## src/pkg/input_limit_map.svh

```systemverilog
// Purpose: Offsets, field positions, reset values and scale constants of the limit bank.
// Assumes: Serial command codes are eight bits and registers are sixteen bits wide.
// Notes:   Definitions only.
`ifndef INPUT_LIMIT_MAP_SVH
`define INPUT_LIMIT_MAP_SVH

`define EFFECTIVE_LIMIT_OFFSET  8'h22
`define HW_PIN_CTRL_OFFSET      8'h31
`define HOST_LIMIT_OFFSET       8'h3F

`define HOST_LIMIT_RESET        16'h4000
`define EFFECTIVE_LIMIT_RESET   16'h0000
`define HW_PIN_CTRL_RESET       1'h0

`define CODE_MSB                14
`define CODE_LSB                8
`define RESERVED_BIT            15
`define HW_PIN_DISABLE_BIT      7

`define LIMIT_STEP_MA           13'h0032
`define LIMIT_OFFSET_MA         13'h0032

`define BITS_PER_BYTE           4'h8

`endif

```

## src/pkg/input_limit_pkg.sv

```systemverilog
// Purpose: Types shared by the input current limit bank.
// Assumes: One clock domain.
// Notes:   Constants live in input_limit_map.svh.
package input_limit_pkg;

  typedef logic [6:0] limit_code_t;

  typedef enum logic [10:0] {
    BUS_IDLE     = 11'b000_0000_0001,
    BUS_ADDR     = 11'b000_0000_0010,
    BUS_ACK_ADDR = 11'b000_0000_0100,
    BUS_CMD      = 11'b000_0000_1000,
    BUS_ACK_CMD  = 11'b000_0001_0000,
    BUS_WLO      = 11'b000_0010_0000,
    BUS_ACK_WLO  = 11'b000_0100_0000,
    BUS_WHI      = 11'b000_1000_0000,
    BUS_ACK_WHI  = 11'b001_0000_0000,
    BUS_RD       = 11'b010_0000_0000,
    BUS_RD_ACK   = 11'b100_0000_0000
  } bus_state_e;

  typedef struct packed {
    logic start;
    logic stop;
    logic rise;
    logic fall;
    logic sda;
  } bus_event_s;

endpackage : input_limit_pkg

```

## src/verilog/sync_2ff.sv

```systemverilog
// Purpose: Two flip-flop synchroniser for pin levels.
// Assumes: Inputs are slow levels relative to core_clk.
// Notes:   The first stage feeds only the second stage; reset values follow pin idle levels.
`timescale 1ns/100ps
module sync_2ff #(
  parameter int               WIDTH     = 1,
  parameter logic [WIDTH-1:0] RESET_VAL = '0
) (
  input  wire logic             core_clk,
  input  wire logic             reset_n,
  input  wire logic [WIDTH-1:0] async_in,
  output logic      [WIDTH-1:0] sync_out
);

  logic [WIDTH-1:0] meta_reg;
  logic [WIDTH-1:0] sync_reg;

  if (WIDTH < 1) begin : g_check
    $error("sync_2ff needs at least one bit");
  end

  always_ff @(posedge core_clk) begin
    if (!reset_n) begin
      meta_reg <= RESET_VAL;
      sync_reg <= RESET_VAL;
    end else begin
      meta_reg <= async_in;
      sync_reg <= meta_reg;
    end
  end

  assign sync_out = sync_reg;

endmodule : sync_2ff

```

## src/verilog/limit_decode.sv

```systemverilog
// Purpose: Turns a limit code into milliamps.
// Assumes: Weights are binary with a fixed step and a fixed offset.
// Notes:   Output is registered, one cycle after the code.
`timescale 1ns/100ps
`include "input_limit_map.svh"
module limit_decode #(
  parameter int CODE_W = 7,
  parameter int MA_W   = 13
) (
  input  wire logic              core_clk,
  input  wire logic              reset_n,
  input  wire logic [CODE_W-1:0] code,
  output logic      [MA_W-1:0]   limit_ma
);

  logic [MA_W-1:0] ma_reg;
  logic [MA_W-1:0] ma_next;

  if (((2 ** CODE_W) + 1) * 50 >= (2 ** MA_W)) begin : g_check
    $error("limit_decode result width too small");
  end

  function automatic logic [MA_W-1:0] to_ma(input logic [CODE_W-1:0] c);
    to_ma = MA_W'(MA_W'(c) * MA_W'(`LIMIT_STEP_MA) + MA_W'(`LIMIT_OFFSET_MA));
  endfunction : to_ma

  assign ma_next = to_ma(code);

  always_ff @(posedge core_clk) begin
    if (!reset_n) begin
      ma_reg <= MA_W'(`LIMIT_OFFSET_MA);
    end else begin
      ma_reg <= ma_next;
    end
  end

  assign limit_ma = ma_reg;

endmodule : limit_decode

```

## src/verilog/input_current_limit_regs.sv

```systemverilog
// Purpose: Input current limit register bank reached over the serial management bus.
// Assumes: Bus pins and analog comparator flags are asynchronous; current sample is on core_clk.
// Notes:   Word protocol, low byte first; the data pin is open drain.
// Operation
// Host writes one 16-bit word limit.
// Bits 14..8 weigh 3200 down to 50 mA.
// Fixed 50 mA offset added to code.
// Range 50 to 6400 mA, 50 mA steps.
// Host limit resets to bit 14 only.
// Adapter removal restores host default limit.
// Programmed value is a maximum current.
// Reserved bit 15 set is invalid write.
// Host bits 7..0 read zero, writes ignored.
// Control bit 7 of 0x31 disables pin.
// Pin above 4.0 V also disables it.
// Effective register reports applied limit source.
// Optimizer result lands in effective register.
// Effective register uses same offset encoding.
// Effective register at 0x22, resets zero.
// Over current or low voltage reduces charge.
// Effective register is read only, reserved zero.
// Invalid or read only writes change nothing.
`timescale 1ns/100ps
`include "input_limit_map.svh"
module input_current_limit_regs #(
  // Bus address of this device; the default value is arbitrary.
  parameter logic [6:0] DEV_ADDR = 7'h09
) (
  input  wire logic        core_clk,
  input  wire logic        reset_n,
  input  wire logic        smb_clk_pin,
  input  wire logic        smb_data_in,
  output logic             smb_data_out,
  output logic             smb_data_oe,
  input  wire logic        adapter_present_pin,
  input  wire logic        hw_limit_pin_above_4v,
  input  wire logic        vin_below_setting_pin,
  input  wire logic [12:0] input_current_ma,
  input  wire logic        optimizer_done,
  input  wire logic [6:0]  optimizer_code,
  output logic      [6:0]  applied_limit_code,
  output logic      [12:0] applied_limit_ma,
  output logic             hw_limit_pin_enabled,
  output logic             reduce_charge,
  output logic             invalid_write
);

  if (DEV_ADDR < 7'h08 || DEV_ADDR > 7'h77) begin : g_check
    $error("DEV_ADDR lies in a reserved bus address range");
  end

  function automatic logic [15:0] read_word(input logic [7:0]  cmd,
                                            input logic [15:0] host,
                                            input logic [15:0] eff,
                                            input logic        pin_off);
    case (cmd)
      `HOST_LIMIT_OFFSET:      read_word = host;
      `EFFECTIVE_LIMIT_OFFSET: read_word = eff;
      `HW_PIN_CTRL_OFFSET:     read_word = {8'h00, pin_off, 7'h00};
      default:                 read_word = 16'h0000;
    endcase
  endfunction : read_word

  // Pin synchronisation and bus event detection.
  logic [4:0]                      pins_sync;
  logic                            scl_last_reg;
  logic                            sda_last_reg;
  logic                            adapter_last_reg;
  input_limit_pkg::bus_event_s     ev;
  logic                            scl_s;
  logic                            sda_s;
  logic                            adapter_s;
  logic                            pin_hi_s;
  logic                            vin_low_s;
  logic                            adapter_fall;

  // Bus pins reset to their idle high level so that no false edge follows reset.
  sync_2ff #(
    .WIDTH     (5),
    .RESET_VAL (5'h18)
  ) u_sync_2ff (
    .core_clk (core_clk),
    .reset_n  (reset_n),
    .async_in ({smb_clk_pin, smb_data_in, adapter_present_pin,
                hw_limit_pin_above_4v, vin_below_setting_pin}),
    .sync_out (pins_sync)
  );

  assign scl_s        = pins_sync[4];
  assign sda_s        = pins_sync[3];
  assign adapter_s    = pins_sync[2];
  assign pin_hi_s     = pins_sync[1];
  assign vin_low_s    = pins_sync[0];
  assign ev.start     = scl_s & scl_last_reg & sda_last_reg & ~sda_s;
  assign ev.stop      = scl_s & scl_last_reg & ~sda_last_reg & sda_s;
  assign ev.rise      = scl_s & ~scl_last_reg;
  assign ev.fall      = ~scl_s & scl_last_reg;
  assign ev.sda       = sda_s;
  assign adapter_fall = adapter_last_reg & ~adapter_s;

  always_ff @(posedge core_clk) begin
    if (!reset_n) begin
      scl_last_reg     <= 1'b1;
      sda_last_reg     <= 1'b1;
      adapter_last_reg <= 1'b0;
    end else begin
      scl_last_reg     <= scl_s;
      sda_last_reg     <= sda_s;
      adapter_last_reg <= adapter_s;
    end
  end

  // Bus protocol state.
  input_limit_pkg::bus_state_e state_reg;
  input_limit_pkg::bus_state_e state_next;
  logic [3:0]                  bit_cnt_reg;
  logic [3:0]                  bit_cnt_next;
  logic [7:0]                  shift_reg;
  logic [7:0]                  shift_next;
  logic [7:0]                  cmd_reg;
  logic [7:0]                  cmd_next;
  logic [7:0]                  low_reg;
  logic [7:0]                  low_next;
  logic                        rw_reg;
  logic                        rw_next;
  logic                        rd_hi_reg;
  logic                        rd_hi_next;
  logic                        nack_reg;
  logic                        nack_next;
  logic                        sda_oe_reg;
  logic                        sda_oe_next;
  logic                        byte_done;
  logic                        addr_match;
  logic                        wr_fire;
  logic [15:0]                 wr_word;
  logic [15:0]                 rd_word;
  logic [7:0]                  rd_byte;

  // Register bank state.
  logic [15:0]                 host_limit_reg;
  logic [15:0]                 effective_limit_reg;
  logic                        eff_valid_reg;
  logic                        pin_disable_reg;
  logic                        host_write;
  logic                        host_ok;
  logic                        ctrl_write;
  logic [6:0]                  applied_code;
  logic [6:0]                  applied_code_reg;
  logic                        hw_pin_en_reg;
  logic                        reduce_reg;
  logic                        invalid_reg;
  logic                        over_limit;

  assign byte_done  = (bit_cnt_reg == `BITS_PER_BYTE);
  assign addr_match = (shift_reg[7:1] == DEV_ADDR);
  assign wr_word    = {shift_reg, low_reg};
  assign wr_fire    = (state_reg == input_limit_pkg::BUS_WHI) & ev.fall & byte_done
                      & ~ev.start & ~ev.stop;
  assign rd_word    = read_word(cmd_reg, host_limit_reg, effective_limit_reg,
                                pin_disable_reg);
  assign rd_byte    = rd_hi_reg ? rd_word[7:0] : rd_word[15:8];

  always_comb begin
    state_next   = state_reg;
    bit_cnt_next = bit_cnt_reg;
    shift_next   = shift_reg;
    cmd_next     = cmd_reg;
    low_next     = low_reg;
    rw_next      = rw_reg;
    rd_hi_next   = rd_hi_reg;
    nack_next    = nack_reg;
    sda_oe_next  = sda_oe_reg;
    if (ev.stop) begin
      state_next  = input_limit_pkg::BUS_IDLE;
      sda_oe_next = 1'b0;
    end else if (ev.start) begin
      state_next   = input_limit_pkg::BUS_ADDR;
      bit_cnt_next = 4'h0;
      sda_oe_next  = 1'b0;
    end else begin
      case (state_reg)
        input_limit_pkg::BUS_ADDR, input_limit_pkg::BUS_CMD,
        input_limit_pkg::BUS_WLO, input_limit_pkg::BUS_WHI: begin
          if (ev.rise && !byte_done) begin
            shift_next   = {shift_reg[6:0], ev.sda};
            bit_cnt_next = bit_cnt_reg + 4'h1;
          end else if (ev.fall && byte_done) begin
            sda_oe_next = 1'b1;
            case (state_reg)
              input_limit_pkg::BUS_ADDR: begin
                rw_next     = shift_reg[0];
                sda_oe_next = addr_match;
                state_next  = addr_match ? input_limit_pkg::BUS_ACK_ADDR
                                         : input_limit_pkg::BUS_IDLE;
              end
              input_limit_pkg::BUS_CMD: begin
                cmd_next   = shift_reg;
                state_next = input_limit_pkg::BUS_ACK_CMD;
              end
              input_limit_pkg::BUS_WLO: begin
                low_next   = shift_reg;
                state_next = input_limit_pkg::BUS_ACK_WLO;
              end
              default: begin
                state_next = input_limit_pkg::BUS_ACK_WHI;
              end
            endcase
          end
        end
        input_limit_pkg::BUS_ACK_ADDR: begin
          if (ev.fall) begin
            bit_cnt_next = 4'h0;
            if (rw_reg) begin
              shift_next  = rd_word[7:0];
              sda_oe_next = ~rd_word[7];
              rd_hi_next  = 1'b0;
              state_next  = input_limit_pkg::BUS_RD;
            end else begin
              sda_oe_next = 1'b0;
              state_next  = input_limit_pkg::BUS_CMD;
            end
          end
        end
        input_limit_pkg::BUS_ACK_CMD, input_limit_pkg::BUS_ACK_WLO: begin
          if (ev.fall) begin
            bit_cnt_next = 4'h0;
            sda_oe_next  = 1'b0;
            state_next   = (state_reg == input_limit_pkg::BUS_ACK_CMD)
                           ? input_limit_pkg::BUS_WLO : input_limit_pkg::BUS_WHI;
          end
        end
        input_limit_pkg::BUS_ACK_WHI: begin
          if (ev.fall) begin
            sda_oe_next = 1'b0;
            state_next  = input_limit_pkg::BUS_IDLE;
          end
        end
        input_limit_pkg::BUS_RD: begin
          if (ev.fall) begin
            if (bit_cnt_reg == 4'h7) begin
              sda_oe_next = 1'b0;
              state_next  = input_limit_pkg::BUS_RD_ACK;
            end else begin
              shift_next   = {shift_reg[6:0], 1'b0};
              sda_oe_next  = ~shift_reg[6];
              bit_cnt_next = bit_cnt_reg + 4'h1;
            end
          end
        end
        input_limit_pkg::BUS_RD_ACK: begin
          if (ev.rise) begin
            nack_next = ev.sda;
          end else if (ev.fall) begin
            if (nack_reg) begin
              state_next = input_limit_pkg::BUS_IDLE;
            end else begin
              shift_next   = rd_byte;
              sda_oe_next  = ~rd_byte[7];
              rd_hi_next   = ~rd_hi_reg;
              bit_cnt_next = 4'h0;
              state_next   = input_limit_pkg::BUS_RD;
            end
          end
        end
        input_limit_pkg::BUS_IDLE: begin
          sda_oe_next = 1'b0;
        end
        default: begin
          state_next  = input_limit_pkg::BUS_IDLE;
          sda_oe_next = 1'b0;
        end
      endcase
    end
  end

  always_ff @(posedge core_clk) begin
    if (!reset_n) begin
      state_reg   <= input_limit_pkg::BUS_IDLE;
      bit_cnt_reg <= 4'h0;
      shift_reg   <= 8'h00;
      cmd_reg     <= 8'h00;
      low_reg     <= 8'h00;
      rw_reg      <= 1'b0;
      rd_hi_reg   <= 1'b0;
      nack_reg    <= 1'b1;
      sda_oe_reg  <= 1'b0;
    end else begin
      state_reg   <= state_next;
      bit_cnt_reg <= bit_cnt_next;
      shift_reg   <= shift_next;
      cmd_reg     <= cmd_next;
      low_reg     <= low_next;
      rw_reg      <= rw_next;
      rd_hi_reg   <= rd_hi_next;
      nack_reg    <= nack_next;
      sda_oe_reg  <= sda_oe_next;
    end
  end

  // Register writes; writes to the effective register are not decoded at all.
  assign host_write   = wr_fire & (cmd_reg == `HOST_LIMIT_OFFSET);
  assign host_ok      = host_write & ~wr_word[`RESERVED_BIT];
  assign ctrl_write   = wr_fire & (cmd_reg == `HW_PIN_CTRL_OFFSET);
  assign applied_code = eff_valid_reg ? effective_limit_reg[`CODE_MSB:`CODE_LSB]
                                      : host_limit_reg[`CODE_MSB:`CODE_LSB];
  assign over_limit   = input_current_ma > applied_limit_ma;

  always_ff @(posedge core_clk) begin
    if (!reset_n) begin
      host_limit_reg      <= `HOST_LIMIT_RESET;
      effective_limit_reg <= `EFFECTIVE_LIMIT_RESET;
      eff_valid_reg       <= 1'b0;
      pin_disable_reg     <= `HW_PIN_CTRL_RESET;
    end else begin
      if (adapter_fall) begin
        host_limit_reg <= `HOST_LIMIT_RESET;
      end else if (host_ok) begin
        host_limit_reg <= {1'b0, wr_word[`CODE_MSB:`CODE_LSB], 8'h00};
      end
      if (optimizer_done) begin
        effective_limit_reg <= {1'b0, optimizer_code, 8'h00};
        eff_valid_reg       <= 1'b1;
      end else if (adapter_fall) begin
        effective_limit_reg <= `HOST_LIMIT_RESET;
        eff_valid_reg       <= 1'b1;
      end else if (host_ok) begin
        effective_limit_reg <= {1'b0, wr_word[`CODE_MSB:`CODE_LSB], 8'h00};
        eff_valid_reg       <= 1'b1;
      end
      if (ctrl_write) begin
        pin_disable_reg <= wr_word[`HW_PIN_DISABLE_BIT];
      end
    end
  end

  always_ff @(posedge core_clk) begin
    if (!reset_n) begin
      applied_code_reg <= 7'h00;
      hw_pin_en_reg    <= 1'b0;
      reduce_reg       <= 1'b0;
      invalid_reg      <= 1'b0;
    end else begin
      applied_code_reg <= applied_code;
      hw_pin_en_reg    <= ~pin_disable_reg & ~pin_hi_s;
      reduce_reg       <= over_limit | vin_low_s;
      invalid_reg      <= host_write & wr_word[`RESERVED_BIT];
    end
  end

  limit_decode #(
    .CODE_W (7),
    .MA_W   (13)
  ) u_limit_decode (
    .core_clk (core_clk),
    .reset_n  (reset_n),
    .code     (applied_code_reg),
    .limit_ma (applied_limit_ma)
  );

  assign smb_data_out         = 1'b0;
  assign smb_data_oe          = sda_oe_reg;
  assign applied_limit_code   = applied_code_reg;
  assign hw_limit_pin_enabled = hw_pin_en_reg;
  assign reduce_charge        = reduce_reg;
  assign invalid_write        = invalid_reg;
endmodule : input_current_limit_regs

```

## config.mk

```make
export PLATFORM = sky130hd
export DESIGN_NAME = input_current_limit_regs
export DESIGN_NICKNAME = d
export VERILOG_FILES = /design/src/pkg/input_limit_pkg.sv /design/src/verilog/sync_2ff.sv /design/src/verilog/limit_decode.sv /design/src/verilog/input_current_limit_regs.sv
export VERILOG_INCLUDE_DIRS = /design/src /design/src/pkg
export SDC_FILE = /design/constraint.sdc
export NUM_CORES = 1
export LEC_CHECK = 0
export ABC_AREA = 1
export ABC_CLOCK_PERIOD_IN_PS = 6400
export BUFFER_PORTS_ARGS = -buffer_cell sky130_fd_sc_hd__buf_2
export CORE_MARGIN = 8
export CORE_UTILIZATION = 64
export DETAILED_ROUTE_END_ITERATION = 8
export HOLD_SLACK_MARGIN = 0.02
export PLACE_DENSITY = 0.86
export RECOVER_POWER = 100
export SYNTH_ARGS = -nofsm -noshare
export SYNTH_HDL_FRONTEND = slang
export SYNTH_SLANG_ARGS = --single-unit
```

## constraint.sdc

```tcl
create_clock -name core_clk -period 6.4 [get_ports core_clk]
set_input_delay 1.28 -clock core_clk [delete_from_list [all_inputs] [get_ports core_clk]]
set_output_delay 1.28 -clock core_clk [all_outputs]
set_load 0.03 [all_outputs]
```

Yosys cells after proc, flatten, opt, wreduce, memory -nomap -nowiden
Index checks and enable logic that the tools add are counted.
{ "classes": {"add_sub_neg": 2, "mul": 1, "magnitude_cmp": 1, "n_eq_ne": 45, "n_mux": 61, "n_bitwise": 35, "reduce_logical": 24} }
{ "op_table": {"columns": ["operator", "count"], "rows": [
  ["$mux 11", 9],
  ["$mux 8", 10],
  ["$pmux 11 s7", 1],
  ["$mux 15", 3],
  ["$pmux 15 s3", 1],
  ["$ne 3x3->1 const B", 12],
  ["$mux 4", 8],
  ["$pmux 8 s4", 1],
  ["$ne 2x2->1 const B", 14],
  ["$pmux 9 s3", 1],
  ["$eq 8x6->1 const B", 3],
  ["$mux 10", 2],
  ["$reduce_and 10->1", 2],
  ["$mux 1", 19],
  ["$reduce_and 6->1", 3],
  ["$and 1x1->1", 17],
  ["$not 1->1", 17],
  ["$pmux 4 s4", 1],
  ["$reduce_and 8->1", 2],
  ["$add 13x6->13 const B", 1],
  ["$gt 13x13->1", 1],
  ["$mul 7x5->12 const B", 1],
  ["$eq 11x1->1 const B", 1],
  ["$eq 11x10->1 const B", 1],
  ["33 further kinds", 38]
]} }
{ "totals": {"regBits": 95, "input_bits": 28, "out_inout_bits": 25, "elab_cells": 193} }

Longest topological paths before layout
{ "logic_depth": {"ltp_word": 11, "mapped_depth": 15, "mapped_depth_nobuf": 15} }

Hierarchy
A second synthesis with hierarchy kept.
{ "unflattened": {"cells_unflattened": 716, "area_unflattened_um2": 5265.0} }
{ "by_module_without_submodules": {"columns": ["module", "instances", "cells_per_inst", "area_per_inst_um2", "seq_area_each_um2"], "rows": [
  ["input_current_limit_regs", 1, 540, 3842.4, 1301.2],
  ["limit_decode", 1, 145, 1136.1, 240.2],
  ["sync_2ff", 1, 31, 286.5, 200.2]
]} }

Worst setup path after synthesis
Ideal clock, no wire load.
{ "synth_path": {"path_kind": "flip-flop to flip-flop", "startpoint": "register applied_code_reg[2] (netlist: applied_limit_code[2])", "endpoint": "register u_limit_decode.ma_reg[12] (netlist: u_limit_decode.limit_ma[12])", "setup_ps": 115, "t_arrival_ps": 2904, "required_time_ps": 6285, "slack_ps": 3381, "stages_incl_launch_ff": 13, "n_path_buf": 0, "synth_period_minus_slack_ps": 3019, "path_cell_list": "dfxtp_1 -> ha_1 -> ha_1 -> fa_1 -> ha_1 -> xor2_1 -> inv_1 -> nor2_1 -> inv_1 -> nor3_1 -> nand3_1 -> a21oi_1 -> nor2_1"} }
{ "synth_via": {"elab_chain_cells": 2} }
{ "synth_rtl": {"columns": ["item", "line", "source"], "rows": [
  ["start, declared", "input_current_limit_regs.sv:148", "logic [6:0] applied_code_reg;"],
  ["start signal, assigned", "input_current_limit_regs.sv:343", "applied_code_reg <= applied_code;"],
  ["$mul 7x5->12", "limit_decode.sv:24", "to_ma = MA_W'(MA_W'(c) * MA_W'(`LIMIT_STEP_MA) + MA_W'(`LIMIT_OFFSET_MA));"],
  ["$add 13x6->13", "limit_decode.sv:24", null],
  ["end signal, assigned", "limit_decode.sv:31", "ma_reg <= MA_W'(`LIMIT_OFFSET_MA);"],
  ["end signal, assigned", "limit_decode.sv:33", "ma_reg <= ma_next;"],
  ["end, declared", "limit_decode.sv:16", "logic [MA_W-1:0] ma_reg;"]
]} }
Every way passes these cells.
A chain may end at the register's enable or synchronous reset.

Final worst setup path
{ "layout_path": {"startpoint": "input reset_n", "endpoint": "register host_limit_reg[10]"} }
{ "layout_via": {"elab_chain_cells": 2} }
{ "layout_rtl": {"columns": ["item", "line", "source"], "rows": [
  ["start, declared", "input_current_limit_regs.sv:30", "input wire logic reset_n,"],
  ["$not 1->1 (no source line)", null, null],
  ["$reduce_or 2->1 (no source line)", null, null],
  ["end signal, assigned", "input_current_limit_regs.sv:310", "host_limit_reg <= `HOST_LIMIT_RESET;"],
  ["end signal, assigned", "input_current_limit_regs.sv:316", "host_limit_reg <= `HOST_LIMIT_RESET;"],
  ["end signal, assigned", "input_current_limit_regs.sv:318", "host_limit_reg <= {1'b0, wr_word[`CODE_MSB:`CODE_LSB], 8'h00};"],
  ["end, declared", "input_current_limit_regs.sv:140", "logic [15:0] host_limit_reg;"]
]} }
Every way passes these cells.

==> metrics.md <==
| Metric | Value |
|---|---|
| Clk sinks | just under 90 |
| Worst Path Max Fanout | 58 |
| Global-route wire length before repair | about 21 mm |
| Cell Rows | 32 |
| Yosys top cell area share | a little over a third |
| Initial core utilization | about two thirds |
| Max FFs per register | 12 |
| Post-synth top area cell | dfxtp_1 |
| All-Layer GR Usage | 22.6% |
| Rel. slew slack | -45.7% |
| Pleak | 2.60 nW |
| I/O pin cnt | 53 |
| Fin crit period | 4.04 ns |
| Seq/Total Area, Yosys | 35.2% |
| Area Overhead vs Synth | 9.66% |
| Hold depth | 1 |
| Synth Warn # | 0 |
| Synth Flop Type | dfxtp_1 |
| Clock slew at reported path FFs | ~0.1 ns |
| Post-CTS Setup Repair Bufs | 0 |
| Asr flop ratio synth | 0% |
| Hold_buf cts | 0 |
| Hold WS | about 0.42 ns |
| CTS Root Cell | clkbuf_8 |
| Syn Inst Count | between 600 and 700 |
| CTS resizes | 0 |
| Port Buffers | 50 |
| Final setup fails | 0 |
| Crit Path Category | in -> reg |
| GR Overflow Total | 0 |
| Final hold viol count | 0 |
| EDFF count, synth | 0 |
| PwrDens | approximately 260 nW/um^2 |
| FF-to-FF path depth | 13 |
| Arrival time at the worst endpoint | between 4 and 5 ns |
| N_diodes | 0 |
| Via count | approximately 4700 |
| Die area | approximately 11000 sq um |
| Outcome | finished, violations left |
| Drt first pass iters | 5 |
| DP HPWL | ~9.3 mm |
| Max Slew Vio Count | 59 |
| Share of post-route cells with drive strength above 1 | 10.9% |
| CP Data Required Time | ~6.7 ns |
| VDD IR max | about 0.14 mV |
| Maxcap violations | 1 |
| RSZ-0062 raised after global routing | no |
| Final Wtd Congestion | around 1.0 |
| Core Region | about 7600 sq um |
| Count of state elements after synthesis | 87 |
| Startpoint Class | input pin |
| Clock Latency Late Sink | around 0.37 ns |
| Synth Cell Area | a little under 5000 sq um |
| Post-route DRC | 0 |
| Min-delay worst type | reg -> reg |
| Die width | 104 um |
| DIE HEIGHT | a little over 100 um |
| 1st-iter DRT viols | 278 |
| Final ANT Viol Nets | 0 |
| Overall routed net length | 12.1 mm |
| Setup Skew | approximately 0.014 ns |
| DR vias/cell | about 5.6 |
| Synth area leaders | dfxtp_1, ha_1, nand2_1, inv_1, o21ai_0 |
| Slew @ Worst Pin | between 2 and 2.5 ns |
| Antenna violations before repair | 0 |
| Vias in the first global route | 4530 |
| Routed WL per cell | between 10 and 15 um |
| Total CTS buffers | 9 |
| Max Buffers Root-to-Sink | 2 |
| Largest net degree at the start of global routing | 59 |
| Violated checks | max-capacitance violations, max-slew violations |
| Mapped Avg Cell Area | approximately 7.2 sq um |
| Fmax | ~250 MHz |
| Post-layout nets | between 800 and 900 |
| Sum Neg Setup Slack | 0 ns |
| H-Tree Level Count | 3 |
| Setup crit end kind | flop |
| Final Cycle Share | 63.2% |
| Yosys cell types | 44 |
| CTS tree | built |
-- worst max-delay path: stages --
cell and delay [ns]:
clkbuf_1 1.52, inv_1 0.70, nor2_1 0.51, o21ai_0 0.17, a21oi_1 0.15
-- Yosys cell counts (4+ instances only) --
master,n
clkbuf_1,9
inv_2,5
o21ai_0,63
nor2_4,6
nand3_2,4
nor2_1,67
nand2_2,10
nand2_1,109
nor3_1,13
dfxtp_1,87
inv_1,103
nand4_1,16
a21oi_1,59
or2_2,5
o21ai_1,4
ha_1,40
o22ai_1,9
xor2_1,5
nand3_1,37
nor2_2,5
-- logic make-up after synthesis --
| family | synth area share (%) |
|---|---|
| adders and majority gates | 10.9 |
| other | 0.0758 |
| buffers and inverters | 9.68 |
| AOI/OAI and AO/OA | 16.1 |
| and+or+nand+nor | 26.8 |
| xor gates and xnor gates | 1.24 |
| DFF | 35.2 |
-- final cells by class --
class | instances | area (sq um)
Sequential cell | 87 | 1740
Inverter | 108 | 405
Fill cell | 661 | 2180
Clock inverter | 7 | 80.1
Multi-Input combinational cell | 481 | 2730
Tap cell | 102 | 128
Timing Repair Buffer | 50 | 220
Clock buffer | 9 | 124
-- metrics by stage --
step / util (%) / instance area [sq um] / power (mW) / instances / worst slack, ns
after CTS: 71.8 / 5460 / 1.43 / 844 / 3.28
after global routing: 71.3 / 5430 / 1.51 / 844 / 1.92
after floorplan: - / 4950 / 0.967 / 691 / 3.38
final: 71.3 / 5430 / 1.43 / 844 / 2.36
after detailed placement: 69.1 / 5260 / 1.06 / 828 / 3.20
after global placement: 69.1 / 5260 / 1.04 / 828 / 3.29
-- path summary, 6_finish.rpt --
path / startpoint / endpoint / slack [ns]
max: reset_n / host_limit_reg[10] / 2.36
min reg2reg: u_sync_2ff.sync_out[1] / hw_limit_pin_enabled / 0.42
min: u_sync_2ff.sync_out[1] / hw_limit_pin_enabled / 0.42
max reg2reg: applied_limit_code[2] / u_limit_decode.limit_ma[12] / 3.23
-- placed cells by master (no fill, tap or decap), types with 2 or more instances in the layout --
cell / synthesis / layout
nand2_1: 109 / 109
inv_1: 103 / 103
dfxtp_1: 87 / 87
nor2_1: 67 / 67
o21ai_0: 63 / 65
a21oi_1: 59 / 60
ha_1: 40 / 40
nand3_1: 37 / 37
buf_2: 2 / 26
clkbuf_1: 9 / 24
nand4_1: 16 / 16
nor3_1: 13 / 13
nand2_2: 10 / 10
o22ai_1: 9 / 9
clkbuf_8: 0 / 9
nor2_4: 6 / 6
inv_2: 5 / 5
nor2_2: 5 / 5
xor2_1: 5 / 5
or2_2: 5 / 5
nand3_2: 4 / 4
nand3b_1: 3 / 3
o211ai_1: 3 / 3
a31oi_1: 2 / 2
o21a_1: 2 / 2
xnor2_1: 2 / 2
o21ai_1: 4 / 2
fa_1: 2 / 2
conb_1: 1 / 2
clkinv_4: 0 / 2
clkinv_8: 0 / 2
inv_8: 0 / 2
-- power breakdown --
| part | leakage (nW) | switching (mW) | total, mW | internal, mW |
|---|---|---|---|---|
| sequential | 0.711 | 0.0487 | 0.639 | 0.591 |
| combinational | 1.78 | 0.272 | 0.409 | 0.137 |
| clock | 0.0990 | 0.222 | 0.376 | 0.154 |
-- layer usage --
layer	global-route usage [%]	wire, um	vias to the layer above	part of all wire, %
met2	35.8	5430	169	45
li1	-	-	2365	-
met4	10.5	340	0	2.8
met1	28.8	5510	2129	46
met3	4.65	812	33	6.7
met5	0	0	-	0
(Power assumes the default switching activity.)
